### src/core/mtc_consts.svh
`ifndef MTC_CONSTS_SVH
`define MTC_CONSTS_SVH
// Overview of operation
// Round-robin five channels, about 190 ms round.
// Busy bit high only while converting.
// Rate bits add idle gap, round unchanged.
// Each channel can be disabled and skipped.
// Results read zero until first conversion.
// Remote one processor model, others transistor.
// Offsets zero, converting, fault queue on.
// Continuous, all channels, 1 s, enhanced filters.
// Default limits and masks per output.
// Slave only, clock input, never stretched.
// Address 18h, 4Dh or 4Eh per pin.
// Filtered result feeds limit compare.
// Two-bit filter code for remotes one, two.
// Queue: three highs assert unmasked output.
// Queue: three lows below hysteresis release.
// Config bits 0, 1 enable queues.
// Left-justified 16-bit words, unused bits zero.
// Results clamp at full scale.
// Eleven-bit signed or unsigned, 0.125 degree.
// Fixed read-only maker and revision codes.
// Filter on gives thirteen bits, 0.03125 degree.
// Local result eleven-bit signed only.
// Line low past timeout resets serial port.
// Next round after channels and gap.
// Reserved filter code stored, acts unfiltered.

// ----------------------------------------
// Timing
// ----------------------------------------
`define MTC_CLK_KHZ     50000
`define MTC_ROUND_MS    190
`define MTC_IVL_MS      1000
`define MTC_TOUT_MS     25
`define MTC_NUM_CH      5

// ----------------------------------------
// Register offsets
// ----------------------------------------
`define MTC_REG_STATUS  8'h02
`define MTC_REG_CONFIG  8'h03
`define MTC_REG_CHEN    8'h05
`define MTC_REG_FILTER  8'h0f
`define MTC_REG_TS_MSB  8'h10
`define MTC_REG_TU_MSB  8'h18
`define MTC_REG_TS_LSB  8'h20
`define MTC_REG_TU_LSB  8'h28
`define MTC_REG_OFFSET  8'h30
`define MTC_REG_MODEL   8'h38
`define MTC_REG_LIM_A   8'h40
`define MTC_REG_LIM_B   8'h48
`define MTC_REG_HYST    8'h4f
`define MTC_REG_MASK_A  8'h50
`define MTC_REG_MASK_B  8'h51
`define MTC_REG_MASK_C  8'h52
`define MTC_REG_STAT_A  8'h53
`define MTC_REG_STAT_B  8'h54
`define MTC_REG_STAT_C  8'h55
`define MTC_REG_MFR     8'hfe
`define MTC_REG_REV     8'hff

// ----------------------------------------
// Field positions and codes
// ----------------------------------------
`define MTC_ST_BUSY     7
`define MTC_ST_NRDY     6
`define MTC_CFG_STBY    6
`define MTC_FLT_STD     2'b01
`define MTC_FLT_ENH     2'b11
`define MTC_FQ_DEPTH    2'd3
`define MTC_ADDR_LO     7'h18
`define MTC_ADDR_MID    7'h4d
`define MTC_ADDR_HI     7'h4e

// ----------------------------------------
// Reset values and limits
// ----------------------------------------
`define MTC_RST_CFG     8'h07
`define MTC_RST_CHEN    5'h1f
`define MTC_RST_FILT    4'hf
`define MTC_RST_MODEL   4'h1
`define MTC_LIM_HOT     8'h6e
`define MTC_LIM_STD     8'h55
`define MTC_RST_HYST    8'h05
`define MTC_RST_MASK_A  5'h19
`define MTC_RST_MASK_B  5'h00
`define MTC_RST_MASK_C  5'h07
`define MTC_MFR_ID      8'h5a
`define MTC_REV_ID      8'h13
`define MTC_CLIP        16'h0080
`define MTC_S_MIN       16'hf000
`define MTC_S_MAX       16'h0fff
`define MTC_U_MIN       16'h0000
`define MTC_U_MAX       16'h1fff
`endif

### src/core/mtc_pkg.sv
package mtc_pkg;
  typedef logic [1:0]  mtc_asel_t;  // Pin code: 00 low, 01 mid, 1x high
  typedef logic [13:0] mtc_adc_t;   // Signed sample, 1/32 degree per count
  typedef enum logic {SQ_WAIT, SQ_CONV} mtc_sq_t;
  typedef enum logic [2:0] {SM_IDLE, SM_RX, SM_ACK, SM_TX, SM_TXACK} mtc_sm_t;

  typedef struct packed {
    logic             scl_m, scl_s, scl_p;
    logic             sda_m, sda_s, sda_p;
    logic [1:0]       asel_m, asel_s;
    logic [7:0]       cfg;
    logic [4:0]       chen;
    logic [3:0]       filt;
    logic [3:0]       model;
    logic [3:0][7:0]  off;
    logic [4:0][7:0]  lim_a;
    logic [1:0][7:0]  lim_b;
    logic [7:0]       hyst;
    logic [4:0]       mask_a, mask_b, mask_c;
    logic [4:0]       ot_a, ot_b;
    logic [1:0][1:0]  fq_hi, fq_lo;
    logic [1:0][15:0] fy;
    logic [1:0]       fv;
    logic             nrdy;
    mtc_sq_t          sq;
    logic [2:0]       ch;
    logic [31:0]      slot, ivl, tmo;
    logic             adc_go;
    mtc_sm_t          sm;
    logic [3:0]       bcnt;
    logic [1:0]       bidx;
    logic             rw;
    logic [7:0]       sh, ptr;
    logic             dat_out, dat_oe;
    logic             ota_oe, otb_oe, otc_oe;
  } mtc_ctl_t;

  typedef struct packed {
    logic [7:0][31:0] mem;
    logic [31:0]      rd;
  } mtc_mem_t;
endpackage : mtc_pkg

### src/core/mtc_res_if.sv
`timescale 1ns/1ps
// Result store port: one write word per conversion, one read word
interface mtc_res_if;
  logic        we;
  logic [2:0]  waddr;
  logic [31:0] wdata;
  logic [2:0]  raddr;
  logic [31:0] rdata;
  modport wr  (output we, waddr, wdata, raddr, input rdata);
  modport mem (input we, waddr, wdata, raddr, output rdata);
endinterface : mtc_res_if

### src/core/mtc_res_mem.sv
`timescale 1ns/1ps
// Result words per channel: {unsigned word, signed word}
module mtc_res_mem (
  input wire logic clk,
  input wire logic nrst,
  mtc_res_if.mem   port
);
  import mtc_pkg::*;

  mtc_mem_t q;  // Stored words and read register
  mtc_mem_t n;  // Next value

  // ----------------------------------------
  // Write and registered read
  // ----------------------------------------
  always_comb begin
    n = q;
    if (port.we) begin
      n.mem[port.waddr] = port.wdata;
    end
    n.rd = q.mem[port.raddr];
  end

  // zero until converted
  always_ff @(posedge clk or negedge nrst) begin
    if (!nrst) begin
      q <= '0;
    end else begin
      q <= n;
    end
  end

  assign port.rdata = q.rd;
endmodule : mtc_res_mem

### src/core/mtc_ctrl.sv
`timescale 1ns/1ps
`include "mtc_consts.svh"
// Conversion sequencer, filters, limit logic and serial slave port
module mtc_ctrl #(
  parameter int         CONV_CYC = `MTC_ROUND_MS * `MTC_CLK_KHZ / `MTC_NUM_CH,
  parameter int         IVL_CYC  = `MTC_IVL_MS * `MTC_CLK_KHZ,
  parameter int         TOUT_CYC = `MTC_TOUT_MS * `MTC_CLK_KHZ,
  // Identity codes; values are arbitrary
  parameter logic [7:0] MFR_ID   = `MTC_MFR_ID,
  parameter logic [7:0] REV_ID   = `MTC_REV_ID
) (
  input  wire logic              clk,
  input  wire logic              nrst,
  input  wire logic              smb_clk,
  input  wire logic              smb_dat,
  output logic                   smb_dat_out,
  output logic                   smb_dat_oe,
  input  wire mtc_pkg::mtc_asel_t address_select_pin,
  input  wire mtc_pkg::mtc_adc_t adc_data,
  output logic                   adc_start,
  output logic [2:0]             adc_chan,
  output logic [3:0]             diode_model,
  output logic                   overtemp_out_a_oe,
  output logic                   overtemp_out_b_oe,
  output logic                   overtemp_out_c_oe
);
  import mtc_pkg::*;

  // ----------------------------------------
  // State and result store
  // ----------------------------------------
  mtc_ctl_t q;    // All state
  mtc_ctl_t n;    // Next state
  mtc_res_if res ();

  mtc_res_mem u_mem (
    .clk  (clk),
    .nrst (nrst),
    .port (res.mem)
  );

  // power-up defaults
  localparam mtc_ctl_t CTL_RST = '{
    default: '0,
    scl_m: 1'b1, scl_s: 1'b1, scl_p: 1'b1,
    sda_m: 1'b1, sda_s: 1'b1, sda_p: 1'b1,
    cfg: `MTC_RST_CFG, chen: `MTC_RST_CHEN,
    filt: `MTC_RST_FILT, model: `MTC_RST_MODEL,
    lim_a: {`MTC_LIM_STD, `MTC_LIM_STD, `MTC_LIM_HOT,
            `MTC_LIM_HOT, `MTC_LIM_STD},
    lim_b: {`MTC_LIM_STD, `MTC_LIM_STD},
    hyst: `MTC_RST_HYST, mask_a: `MTC_RST_MASK_A,
    mask_b: `MTC_RST_MASK_B, mask_c: `MTC_RST_MASK_C,
    nrdy: 1'b1, sq: SQ_WAIT, ivl: '1, sm: SM_IDLE
  };

  // ----------------------------------------
  // Helpers
  // ----------------------------------------
  // Lowest enabled channel at or above a start index, 5 if none
  function automatic logic [2:0] next_en(input logic [4:0] en,
                                         input logic [2:0] from);
    logic [2:0] r;
    r = 3'd5;
    for (int i = 4; i >= 0; i--) begin
      if (en[i] && (3'(i) >= from)) begin
        r = 3'(i);
      end
    end
    return r;
  endfunction : next_en

  // Signed clamp
  function automatic logic [15:0] clamp(input logic [15:0] v,
                                        input logic [15:0] lo,
                                        input logic [15:0] hi);
    if ($signed(v) < $signed(lo)) begin
      return lo;
    end
    if ($signed(v) > $signed(hi)) begin
      return hi;
    end
    return v;
  endfunction : clamp

  // ----------------------------------------
  // Next-state logic
  // ----------------------------------------
  always_comb begin
    logic        rise, fall, start, stop;
    logic        hires, above, below, fi, qi;
    logic [1:0]  fcode, hi, lo;
    logic [2:0]  nxt;
    logic [6:0]  addr;
    logic [7:0]  rdb;
    logic [15:0] x, d, v, sv, uv, th;
    logic [31:0] period;
    n = q;
    hires = 1'b0;
    above = 1'b0;
    below = 1'b0;
    fi = q.ch[1];
    qi = q.ch[2];
    fcode = 2'b00;
    hi = 2'b00;
    lo = 2'b00;
    nxt = 3'd5;
    d = 16'h0000;
    v = 16'h0000;
    sv = 16'h0000;
    uv = 16'h0000;
    th = 16'h0000;
    res.we = 1'b0;
    res.waddr = q.ch;
    res.wdata = 32'h0;
    res.raddr = q.ptr[2:0];

    // Pin synchronisers; edges and start/stop compare the second and third stages
    n.scl_m = smb_clk;
    n.scl_s = q.scl_m;
    n.scl_p = q.scl_s;
    n.sda_m = smb_dat;
    n.sda_s = q.sda_m;
    n.sda_p = q.sda_s;
    n.asel_m = address_select_pin;
    n.asel_s = q.asel_m;
    rise = q.scl_s & ~q.scl_p;
    fall = ~q.scl_s & q.scl_p;
    start = q.scl_s & q.scl_p & q.sda_p & ~q.sda_s;
    stop = q.scl_s & q.scl_p & ~q.sda_p & q.sda_s;

    // address from pin level
    addr = q.asel_s[1] ? `MTC_ADDR_HI :
           (q.asel_s[0] ? `MTC_ADDR_MID : `MTC_ADDR_LO);

    // interval per rate code; code 0 runs back to back
    period = (q.cfg[3:2] == 2'd0) ? 32'h0 :
             (32'(IVL_CYC) << 2'(q.cfg[3:2] - 2'd1));

    // ----------------------------------------
    // Conversion sequencer
    // ----------------------------------------
    n.adc_go = 1'b0;
    if (q.ivl != '1) begin
      n.ivl = q.ivl + 32'h1;
    end
    x = {{2{adc_data[13]}}, adc_data};
    unique case (q.sq)
      SQ_WAIT: begin
        nxt = next_en(q.chen, 3'd0);
        // start after the interval, standby holds off
        if (!q.cfg[`MTC_CFG_STBY] && (q.ivl >= period) && (nxt != 3'd5)) begin
          n.sq = SQ_CONV;
          n.ch = nxt;
          n.slot = 32'h0;
          n.ivl = 32'h0;
          n.adc_go = 1'b1;
        end
      end
      SQ_CONV: begin
        if (q.slot != 32'(CONV_CYC - 1)) begin
          n.slot = q.slot + 32'h1;
        end else begin
          // Remote offset in 0.125 degree steps
          if (q.ch != 3'd0) begin
            x = x + {{6{q.off[2'(q.ch - 3'd1)][7]}}, q.off[2'(q.ch - 3'd1)], 2'b00};
          end
          v = x;
          // filters on remotes one and two
          if ((q.ch == 3'd1) || (q.ch == 3'd2)) begin
            fcode = fi ? q.filt[3:2] : q.filt[1:0];
            // reserved code falls through unfiltered
            if ((fcode == `MTC_FLT_STD) || (fcode == `MTC_FLT_ENH)) begin
              hires = 1'b1;
              v = q.fv[fi] ? q.fy[fi] : x;
              d = q.fv[fi] ? (x - q.fy[fi]) : 16'h0000;
              // Transient clipping limits one step to 4 degrees
              if (fcode == `MTC_FLT_ENH) begin
                d = clamp(d, 16'(-`MTC_CLIP), `MTC_CLIP);
              end
              v = v + {{2{d[15]}}, d[15:2]};
              n.fy[fi] = v;
              n.fv[fi] = 1'b1;
            end
          end
          // clamp at full scale
          sv = clamp(v, `MTC_S_MIN, `MTC_S_MAX);
          uv = clamp(v, `MTC_U_MIN, `MTC_U_MAX);
          // coarse results drop the two fine bits
          if (!hires) begin
            sv[1:0] = 2'b00;
            uv[1:0] = 2'b00;
          end
          // left-justified words
          res.we = 1'b1;
          res.wdata[15:0] = {sv[12:0], 3'b000};
          if (q.ch != 3'd0) begin
            res.wdata[31:16] = {uv[12:0], 3'b000};
          end
          // Limit compare with shared hysteresis
          th = {3'h0, q.lim_a[q.ch], 5'h00};
          above = $signed(v) > $signed(th);
          below = $signed(v) < $signed(16'(th - {3'h0, q.hyst, 5'h00}));
          if (above) begin
            n.ot_a[q.ch] = 1'b1;
          end else if (below) begin
            n.ot_a[q.ch] = 1'b0;
          end
          if ((q.ch == 3'd3) || (q.ch == 3'd4)) begin
            hi = above ? ((q.fq_hi[qi] == `MTC_FQ_DEPTH) ? `MTC_FQ_DEPTH :
                          2'(q.fq_hi[qi] + 2'd1)) : 2'd0;
            lo = below ? ((q.fq_lo[qi] == `MTC_FQ_DEPTH) ? `MTC_FQ_DEPTH :
                          2'(q.fq_lo[qi] + 2'd1)) : 2'd0;
            n.fq_hi[qi] = hi;
            n.fq_lo[qi] = lo;
            // queue enable per remote
            if (q.cfg[qi]) begin
              n.ot_a[q.ch] = q.ot_a[q.ch];
              // three highs in a row
              if (hi == `MTC_FQ_DEPTH) begin
                n.ot_a[q.ch] = 1'b1;
              end
              // three lows in a row
              if (lo == `MTC_FQ_DEPTH) begin
                n.ot_a[q.ch] = 1'b0;
              end
            end
          end
          // Remotes one and two have their own second limit
          if ((q.ch == 3'd1) || (q.ch == 3'd2)) begin
            th = {3'h0, q.lim_b[fi], 5'h00};
            if ($signed(v) > $signed(th)) begin
              n.ot_b[q.ch] = 1'b1;
            end else if ($signed(v) < $signed(16'(th - {3'h0, q.hyst, 5'h00}))) begin
              n.ot_b[q.ch] = 1'b0;
            end
          end else begin
            n.ot_b[q.ch] = n.ot_a[q.ch];
          end
          // skip disabled channels at once
          nxt = next_en(q.chen, 3'(q.ch + 3'd1));
          n.slot = 32'h0;
          if (nxt == 3'd5) begin
            n.sq = SQ_WAIT;
            n.nrdy = 1'b0;
          end else begin
            n.ch = nxt;
            n.adc_go = 1'b1;
          end
        end
      end
    endcase

    // ----------------------------------------
    // Register read mux
    // ----------------------------------------
    rdb = 8'h00;
    if (q.ptr == `MTC_REG_STATUS) begin
      // busy only while converting
      rdb[`MTC_ST_BUSY] = (q.sq == SQ_CONV);
      rdb[`MTC_ST_NRDY] = q.nrdy;
      rdb[2:0] = {|q.ot_b, |q.ot_b, |q.ot_a};
    end else if (q.ptr == `MTC_REG_CONFIG) begin
      rdb = q.cfg;
    end else if (q.ptr == `MTC_REG_CHEN) begin
      rdb = {3'h0, q.chen};
    end else if (q.ptr == `MTC_REG_FILTER) begin
      rdb = {4'h0, q.filt};
    end else if (q.ptr[2:0] < 3'd5) begin
      // Temperature and per-channel registers
      if ((q.ptr & 8'hf8) == `MTC_REG_TS_MSB) begin
        rdb = res.rdata[15:8];
      end else if ((q.ptr & 8'hf8) == `MTC_REG_TS_LSB) begin
        rdb = res.rdata[7:0];
      end else if ((q.ptr & 8'hf8) == `MTC_REG_TU_MSB) begin
        rdb = res.rdata[31:24];
      end else if ((q.ptr & 8'hf8) == `MTC_REG_TU_LSB) begin
        rdb = res.rdata[23:16];
      end else if ((q.ptr & 8'hf8) == `MTC_REG_LIM_A) begin
        rdb = q.lim_a[q.ptr[2:0]];
      end else if (((q.ptr & 8'hf8) == `MTC_REG_OFFSET) && (q.ptr[2:0] != 3'd0)) begin
        rdb = q.off[2'(q.ptr[2:0] - 3'd1)];
      end else if (((q.ptr & 8'hf8) == `MTC_REG_LIM_B) && (q.ptr[2:1] == 2'b00) &&
                   (q.ptr[0] == 1'b1)) begin
        rdb = q.lim_b[0];
      end else if (q.ptr == (`MTC_REG_LIM_B + 8'h02)) begin
        rdb = q.lim_b[1];
      end
    end
    if (q.ptr == `MTC_REG_MODEL) rdb = {4'h0, q.model};
    if (q.ptr == `MTC_REG_HYST) rdb = q.hyst;
    if (q.ptr == `MTC_REG_MASK_A) rdb = {3'h0, q.mask_a};
    if (q.ptr == `MTC_REG_MASK_B) rdb = {3'h0, q.mask_b};
    if (q.ptr == `MTC_REG_MASK_C) rdb = {3'h0, q.mask_c};
    if (q.ptr == `MTC_REG_STAT_A) rdb = {3'h0, q.ot_a};
    if (q.ptr == `MTC_REG_STAT_B) rdb = {3'h0, q.ot_b};
    if (q.ptr == `MTC_REG_STAT_C) rdb = {3'h0, q.ot_b};
    // fixed identity codes
    if (q.ptr == `MTC_REG_MFR) rdb = MFR_ID;
    if (q.ptr == `MTC_REG_REV) rdb = REV_ID;

    // ----------------------------------------
    // Serial slave port
    // ----------------------------------------
    // count while either line is low
    if (!q.scl_s || !q.sda_s) begin
      if (q.tmo != 32'(TOUT_CYC)) n.tmo = q.tmo + 32'h1;
    end else begin
      n.tmo = 32'h0;
    end
    unique case (q.sm)
      SM_IDLE: begin
        n.dat_oe = 1'b0;
      end
      SM_RX: begin
        if (rise) begin
          n.sh = {q.sh[6:0], q.sda_s};
          n.bcnt = q.bcnt + 4'h1;
        end else if (fall && (q.bcnt == 4'h8)) begin
          n.sm = SM_ACK;
          n.dat_oe = 1'b1;
          if (q.bidx == 2'd0) begin
            // ignore other addresses
            if (q.sh[7:1] == addr) begin
              n.rw = q.sh[0];
            end else begin
              n.sm = SM_IDLE;
              n.dat_oe = 1'b0;
            end
          end else if (q.bidx == 2'd1) begin
            n.ptr = q.sh;
          end else if (q.ptr == `MTC_REG_CONFIG) begin
            n.cfg = q.sh;
          end else if (q.ptr == `MTC_REG_CHEN) begin
            n.chen = q.sh[4:0];
          end else if (q.ptr == `MTC_REG_FILTER) begin
            n.filt = q.sh[3:0];
          end else if (q.ptr == `MTC_REG_MODEL) begin
            n.model = q.sh[3:0];
          end else if (q.ptr == `MTC_REG_HYST) begin
            n.hyst = q.sh;
          end else if (q.ptr == `MTC_REG_MASK_A) begin
            n.mask_a = q.sh[4:0];
          end else if (q.ptr == `MTC_REG_MASK_B) begin
            n.mask_b = q.sh[4:0];
          end else if (q.ptr == `MTC_REG_MASK_C) begin
            n.mask_c = q.sh[4:0];
          end else if (((q.ptr & 8'hf8) == `MTC_REG_LIM_A) && (q.ptr[2:0] < 3'd5)) begin
            n.lim_a[q.ptr[2:0]] = q.sh;
          end else if (q.ptr == (`MTC_REG_LIM_B + 8'h01)) begin
            n.lim_b[0] = q.sh;
          end else if (q.ptr == (`MTC_REG_LIM_B + 8'h02)) begin
            n.lim_b[1] = q.sh;
          end else if (((q.ptr & 8'hf8) == `MTC_REG_OFFSET) && (q.ptr[2:0] != 3'd0) &&
                       (q.ptr[2:0] < 3'd5)) begin
            n.off[2'(q.ptr[2:0] - 3'd1)] = q.sh;
          end
        end
      end
      SM_ACK, SM_TXACK: begin
        // A master nack ends the read
        if (rise && (q.sm == SM_TXACK) && q.sda_s) begin
          n.sm = SM_IDLE;
        end else if (fall) begin
          n.dat_oe = 1'b0;
          n.bcnt = 4'h0;
          n.sm = SM_RX;
          if (q.bidx != 2'd2) n.bidx = q.bidx + 2'd1;
          if (q.rw) begin
            // Drive the first data bit right after this edge
            n.sm = SM_TX;
            n.dat_oe = ~rdb[7];
            n.sh = {rdb[6:0], 1'b0};
            n.bcnt = 4'h1;
          end
        end
      end
      SM_TX: begin
        // data changes only after the master's falling edge
        if (fall) begin
          if (q.bcnt == 4'h8) begin
            n.dat_oe = 1'b0;
            n.sm = SM_TXACK;
          end else begin
            n.dat_oe = ~q.sh[7];
            n.sh = {q.sh[6:0], 1'b0};
            n.bcnt = q.bcnt + 4'h1;
          end
        end
      end
      default: begin
        n.sm = SM_IDLE;
        n.dat_oe = 1'b0;
      end
    endcase
    if (start) begin
      n.sm = SM_RX;
      n.bcnt = 4'h0;
      n.bidx = 2'd0;
      n.rw = 1'b0;
      n.dat_oe = 1'b0;
    end else if (stop) begin
      n.sm = SM_IDLE;
      n.dat_oe = 1'b0;
    end
    // release the data line on timeout
    if (q.tmo == 32'(TOUT_CYC - 1)) begin
      n.sm = SM_IDLE;
      n.dat_oe = 1'b0;
    end
    n.dat_out = 1'b0;

    // only unmasked channels reach the pins
    n.ota_oe = |(n.ot_a & ~n.mask_a);
    n.otb_oe = |(n.ot_b & ~n.mask_b);
    n.otc_oe = |(n.ot_b & ~n.mask_c);
  end

  // ----------------------------------------
  // State register
  // ----------------------------------------
  always_ff @(posedge clk or negedge nrst) begin
    if (!nrst) begin
      q <= CTL_RST;
    end else begin
      q <= n;
    end
  end

  // Outputs straight from state
  assign smb_dat_out = q.dat_out;
  assign smb_dat_oe = q.dat_oe;
  assign adc_start = q.adc_go;
  assign adc_chan = q.ch;
  assign diode_model = q.model;
  assign overtemp_out_a_oe = q.ota_oe;
  assign overtemp_out_b_oe = q.otb_oe;
  assign overtemp_out_c_oe = q.otc_oe;
endmodule : mtc_ctrl

### config.mk
export PLATFORM = sky130hd
export DESIGN_NAME = mtc_ctrl
export DESIGN_NICKNAME = d
export VERILOG_FILES = /design/src/core/mtc_pkg.sv /design/src/core/mtc_res_if.sv /design/src/core/mtc_res_mem.sv /design/src/core/mtc_ctrl.sv
export VERILOG_INCLUDE_DIRS = /design/src /design/src/core
export SDC_FILE = /design/constraint.sdc
export NUM_CORES = 1
export LEC_CHECK = 0
export BUFFER_PORTS_ARGS = -buffer_cell sky130_fd_sc_hd__buf_4
export CAP_MARGIN = 10
export CORE_MARGIN = 2
export CORE_UTILIZATION = 25
export DETAILED_ROUTE_END_ITERATION = 6
export PLACE_DENSITY_LB_ADDON = 0.25
export SYNTH_ARGS = -nofsm -noshare
export SYNTH_HDL_FRONTEND = slang
export SYNTH_SLANG_ARGS = --single-unit
export TNS_END_PERCENT = 5
### constraint.sdc
create_clock -name clk -period 27.7 [get_ports clk]
set_input_delay 1.385 -clock clk [delete_from_list [all_inputs] [get_ports clk]]
set_output_delay 1.385 -clock clk [all_outputs]
set_load 0.05 [all_outputs]
; ---- Yosys cells after proc, flatten, opt, wreduce, memory -nomap -nowiden
; Cells that the tools add are included.
[op_classes]
addsub = 16
magnitude_cmp = 29
eq_ne = 72
shift = 1
mux = 253
bitwise_logic = 43
n_reduce_logical = 68
[ops]
columns = operator, count
row1 = two-way mux 16 bit, 22
row2 = two-way mux 32 bit, 10
row3 = two-way mux 8 bit, 37
row4 = bitwise mux 256 bit, 1
row5 = two-way mux 15 bit, 10
row6 = two-way mux 5 bit, 21
row7 = two-way mux 13 bit, 8
row8 = "adder 32 x 1 -> 32 bit, second input constant", 3
row9 = binary-select mux 32 bit (select 3 bit), 1
row10 = demux 32 bit (select 3 bit), 1
row11 = "equality test 8 x 7 -> 1 bit, second input constant", 9
row12 = one-hot mux 36 bit (2 select lines), 1
row13 = two-way mux 34 bit, 2
row14 = two-way mux 68 bit, 1
row15 = bitwise mux 32 bit, 2
row16 = "!= test 32 x 21 -> 1 bit, second input constant", 2
row17 = two-way mux 1 bit, 63
row18 = two-way mux 3 bit, 21
row19 = two-way mux 57 bit, 1
row20 = two-way mux 53 bit, 1
row21 = binary-select mux 8 bit (select 3 bit), 2
row22 = bitwise mux 40 bit, 1
row23 = two-way mux 2 bit, 18
row24 = binary-select mux 8 bit (select 2 bit), 2
row25 = 99 further kinds, 242
[word_totals]
regBits = 614
inputBits = 20
out_inout_bits = 13
word_cells = 544

; ---- Longest topological paths before layout
[depth]
word_depth = 60
ltp_mapped = 52
ltp_nobuf = 49

; ---- Hierarchy
; Synthesis repeated with hierarchy kept, for this count alone.
[unflattened]
cells_unflattened = 3242
hier_area_um2 = 35474.0
[by_module_without_submodules]
columns = module, n_inst, cells_each, area_each_um2, seq_area_each_um2
row1 = mtc_ctrl, 1, 2513, 22793.1, 8270.4
row2 = mtc_res_mem, 1, 729, 12680.9, 7206.9

; ---- Worst setup path before layout
; Ideal clock, no wire load.
[synth_timing]
path_type = register to register
from = register q (netlist bit adc_chan[1])
to = register q (netlist bit overtemp_out_c_oe)
setup_time_ps = 140
arrival_time_ps = 11050
t_required_ps = 27560
setup_slack_ps = 16510
path_stages_with_launch = 49
n_path_buf = 3
period_less_slack_ps = 11190
path_cell_list = dfrtp_1 buf_2 clkbuf_1 clkinv_1 ha_1 clkbuf_1 mux4_2 ha_1 fa_1 a211oi_1 o21ai_0 o21ai_0 ha_1 o21ai_0 nor2_1 o22a_1 nor4_1 o31ai_4 [13 not listed] a211oi_1 nand3_2 nand2_2 inv_2 ha_1 nor2b_1 o2111ai_1 o21bai_1 a311oi_1 o31ai_1 o311ai_2 and2_1 o2bb2ai_1 nand2_1 a221oi_1 a21oi_1 a222oi_1 o211ai_1
[synth_lines]
columns = item, line
row1 = start: declaration, mtc_ctrl.sv:32  ; mtc_ctl_t q;
row2 = start signal: assignment, mtc_ctrl.sv:426  ; q <= n;

==> impl_metrics.py <==
metrics = {
    "logic_synthesis": {
        "postSynthCellCount": 3433,
        "synth_edf_count": 0,
        "synth_compound_area_frac": 0.177,
        "synth_nets": 3590,
        "yosys.area_share.simple": 0.165,
        "synth_xor_area_frac": 0.0290,
        "synth.avg_cell_area_sq_um": 9.37,
        "muxShareOfSynthArea": 0.0982,
        "synth.distinct_cells": 102,
        "synth_ff_type": "dfrtp_1",
        "synth_top_family_by_area": "compound AO/OA/AOI/OAI gates",
        "synth_fa_ha_area_frac": 0.0544,
        "syn_area_sq_um": 32200,
        "synth-seq-cells": 560,
        "synth-async-reset-ratio": 1.00,
        "yosys_warnings": 0,
        "seq_area_frac_synth": 0.439,
    },
    "critical_path": {
        "required_ps": 28170,
        "slowest_delay_ps": 710,
        "crit_fanout": 37,
        "crit_type": "reg2reg",
        "path_common_cell": "ha_1",
        "critPathLaunchType": "flop",
        "crit_slowest_cell": "a221oi_1",
        "cp.arrival_ps": 13620,
        "cp-end-kind": "flop",
    },
    "floorplanning": {
        "start_util": 0.252,
        "die_width_um": 363,
        "ios": 33,
        "dieArea_sq_um": 132000,
        "num_rows": 131,
        "core_sq_um": 128000,
        "die_h_um": 363,
    },
    "clock_tree": {
        "cts_made_buffers": 67,
        "cts_setup_buffers": 0,
        "path_clk_slew_ps": 60,
        "cts.repair.resized": 0,
        "cts_num_sinks": 560,
        "cts_root_buf": "clkbuf_16",
        "ctsHoldBuffers": 0,
        "cts.path.max_buffers": 3,
        "cts_tree": "yes",
        "h-tree-depth": 3,
        "insertion_delay_ps": 620,
    },
    "timing": {
        "fmax_mhz": 76.0,
        "final_hold_viol_count": 0,
        "final.setup.tns_ps": 0,
        "period_minus_slack_ps": 13150,
        "period_share": 0.475,
        "clock_skew_ps": 26.6,
        "worstMarginPinSlew_ps": 1100,
        "rsz0062_at_grt": "false",
        "finalSetupViolCount": 0,
        "slew_viol_final": 0,
        "relSlewSlack": 0.261,
    },
    "placement": {
        "io_buffers": 31,
        "place_congestion": 0.906,
        "dpl.hpwl_mm": 71.1,
        "placed_area_sq_um": 34200,
    },
    "route": {
        "vias_per_cell": 5.08,
        "first_iter_violations": 2154,
        "vias": 26000,
        "ant_nets": 0,
        "drt-total-wl_mm": 105,
        "drc": 0,
        "firstDrtPassIters": 6,
        "avgRoutedWirePerCell_um": 20.5,
    },
    "pwr": {
        "power.density_nw_per_um2": 52.4,
        "peakVddDrop_v": 0.0000311,
        "leakage_uw": 0.0153,
    },
    "worst_hold_path": {
        "min_path_type": "reg2reg",
    },
    "layout": {
        "synthToLayoutAreaGrowth_pct": 13.4,
        "layout_commonest_cell": "nand2_1",
        "regArea_sq_um": 14100,
        "fin_nets": 3556,
        "diodes": 0,
        "multi_input_area_sq_um": 16900,
        "drive_gt1_frac": 0.153,
        "nFillCells": 13500,
        "final_cell_mix": "nand2_1, dfrtp_1, o21ai_0",
        "final_area_sq_um": 36500,
    },
    "global_routing": {
        "antenna_found_initial": 4,
        "grt_overflow": 0,
        "grt_max_degree": 157,
        "grt_pass1_wl_mm": 162,
        "track_usage": 0.158,
        "grt_pass1_vias": 25400,
    },
    "outcome": {
        "status": "finished clean",
    },
    "flow_run": {
        "cap_violations": 0,
    },
}
==> worst max-delay path, delay by kind of cell, from the launching register on <==
| family | cells | cell delay, ps |
|---|---|---|
| AO/OA/AOI/OAI | 21 | 5630 |
| AND/OR/NAND/NOR | 14 | 3180 |
| adder cells (fa/ha/maj) | 6 | 2340 |
| buffers and inverters | 3 | 940 |
| multiplexers | 1 | 380 |
| flip-flops | 1 | 330 |
| XOR/XNOR | 1 | 170 |
==> routing by layer <==
layer	track usage	wire length (um)	vias up
met5	0	14	-
met4	0.0474	2700	2
met3	0.0172	5120	156
met2	0.248	47100	665
met1	0.228	49900	12900
li1	-	-	12200
==> where the power goes <==
group          total (uW)  leakage [uW]  switching [uW]  internal [uW]
Sequential            873       0.00606            42.4            831
Combinational         122       0.00814            84.9           36.7
Clock                 918       0.00110             368            549
Total                1910        0.0153             496           1420
==> cell usage after synthesis, types with 9 or more instances <==
master	n	share of area
nor4_1	14	0.0027
mux2i_1	78	0.024
clkbuf_1	156	0.018
nor3_1	47	0.0073
o221ai_1	21	0.0057
a211oi_1	21	0.0049
a22o_1	10	0.0027
or4_1	10	0.0023
buf_4	9	0.0021
a221oi_1	37	0.010
buf_1	15	0.0018
and3_1	30	0.0058
nand4_1	33	0.0064
and2_1	30	0.0058
ha_1	132	0.051
o21a_1	21	0.0049
xor2_1	63	0.017
a21oi_1	136	0.021
xnor2_1	41	0.011
mux2_2	162	0.057
dfrtp_1	470	0.37
dfstp_2	90	0.074
a21o_1	30	0.0070
nand2_1	489	0.057
buf_2	10	0.0016
nor2_1	253	0.030
inv_1	112	0.013
or3_1	26	0.0051
o31ai_1	14	0.0033
nand3_1	89	0.014
o22ai_1	29	0.0056
nand3b_1	9	0.0021
a31oi_1	21	0.0041
o21ai_0	408	0.063
a22oi_1	35	0.0082
o211ai_1	17	0.0040
nand2b_1	36	0.0070
mux4_2	24	0.017
nor4b_1	9	0.0025
nor2b_1	25	0.0049
o21ai_1	24	0.0037
==> sequential cells by signal (all words and copies together) (netlist names) <==
| name | count |
|---|---|
| adc_start | 1 |
| diode_model | 4 |
| smb_dat_oe | 1 |
| n | 6 |
| u_mem.q | 208 |
| overtemp_out_a_oe | 1 |
| overtemp_out_b_oe | 1 |
| q | 308 |
| u_mem.port.rdata | 26 |
| adc_chan | 3 |
| overtemp_out_c_oe | 1 |
==> kinds of logic (layout without fill, tap and decap cells) <==
| family | after synthesis | after routing |
|---|---|---|
| xor gates and xnor gates | 105 | 105 |
| DFF | 560 | 560 |
| AOI/OAI and AO/OA | 913 | 913 |
| other | 1 | 1 |
| adders and majority gates | 137 | 137 |
| buffers and inverters | 307 | 323 |
| and+or+nand+nor | 1145 | 1145 |
| muxes | 265 | 265 |
==> stage by stage <==
stage	power [uW]	hold slack (ps)	setup slack, ps	utilization	std cells
floorplan	936	331	16510	-	3433
global placement	1010	348	14750	0.268	4991
detailed placement	1010	350	14660	0.268	4991
CTS	1940	364	14620	0.286	5110
global route	1990	366	13490	0.286	5111
finish	1910	366	14550	0.286	5111
==> final timing paths <==
path                             start                end  slack [ps]  depth (start not counted)
min in group asynchronous         nrst               q[8]         780                          1
setup / recovery           adc_chan[0]  overtemp_out_b_oe       14550                         46
hold / removal                  n[325]             n[324]         370                          0
setup reg to reg           adc_chan[0]  overtemp_out_b_oe       14550                         46
hold reg to reg                 n[325]             n[324]         370                          0
max in group asynchronous         nrst        u_mem.q[40]       24700                          3
==> area by class of cell <==
cell class | count | area share
timing repair buffer | 87 | 0.0187
clock inverter | 26 | 0.00895
inverter | 117 | 0.0120
multi-input combinational | 2566 | 0.463
tap | 1662 | 0.0570
sequential | 560 | 0.388
clock buffer | 93 | 0.0525
(Power assumes the default switching activity.)
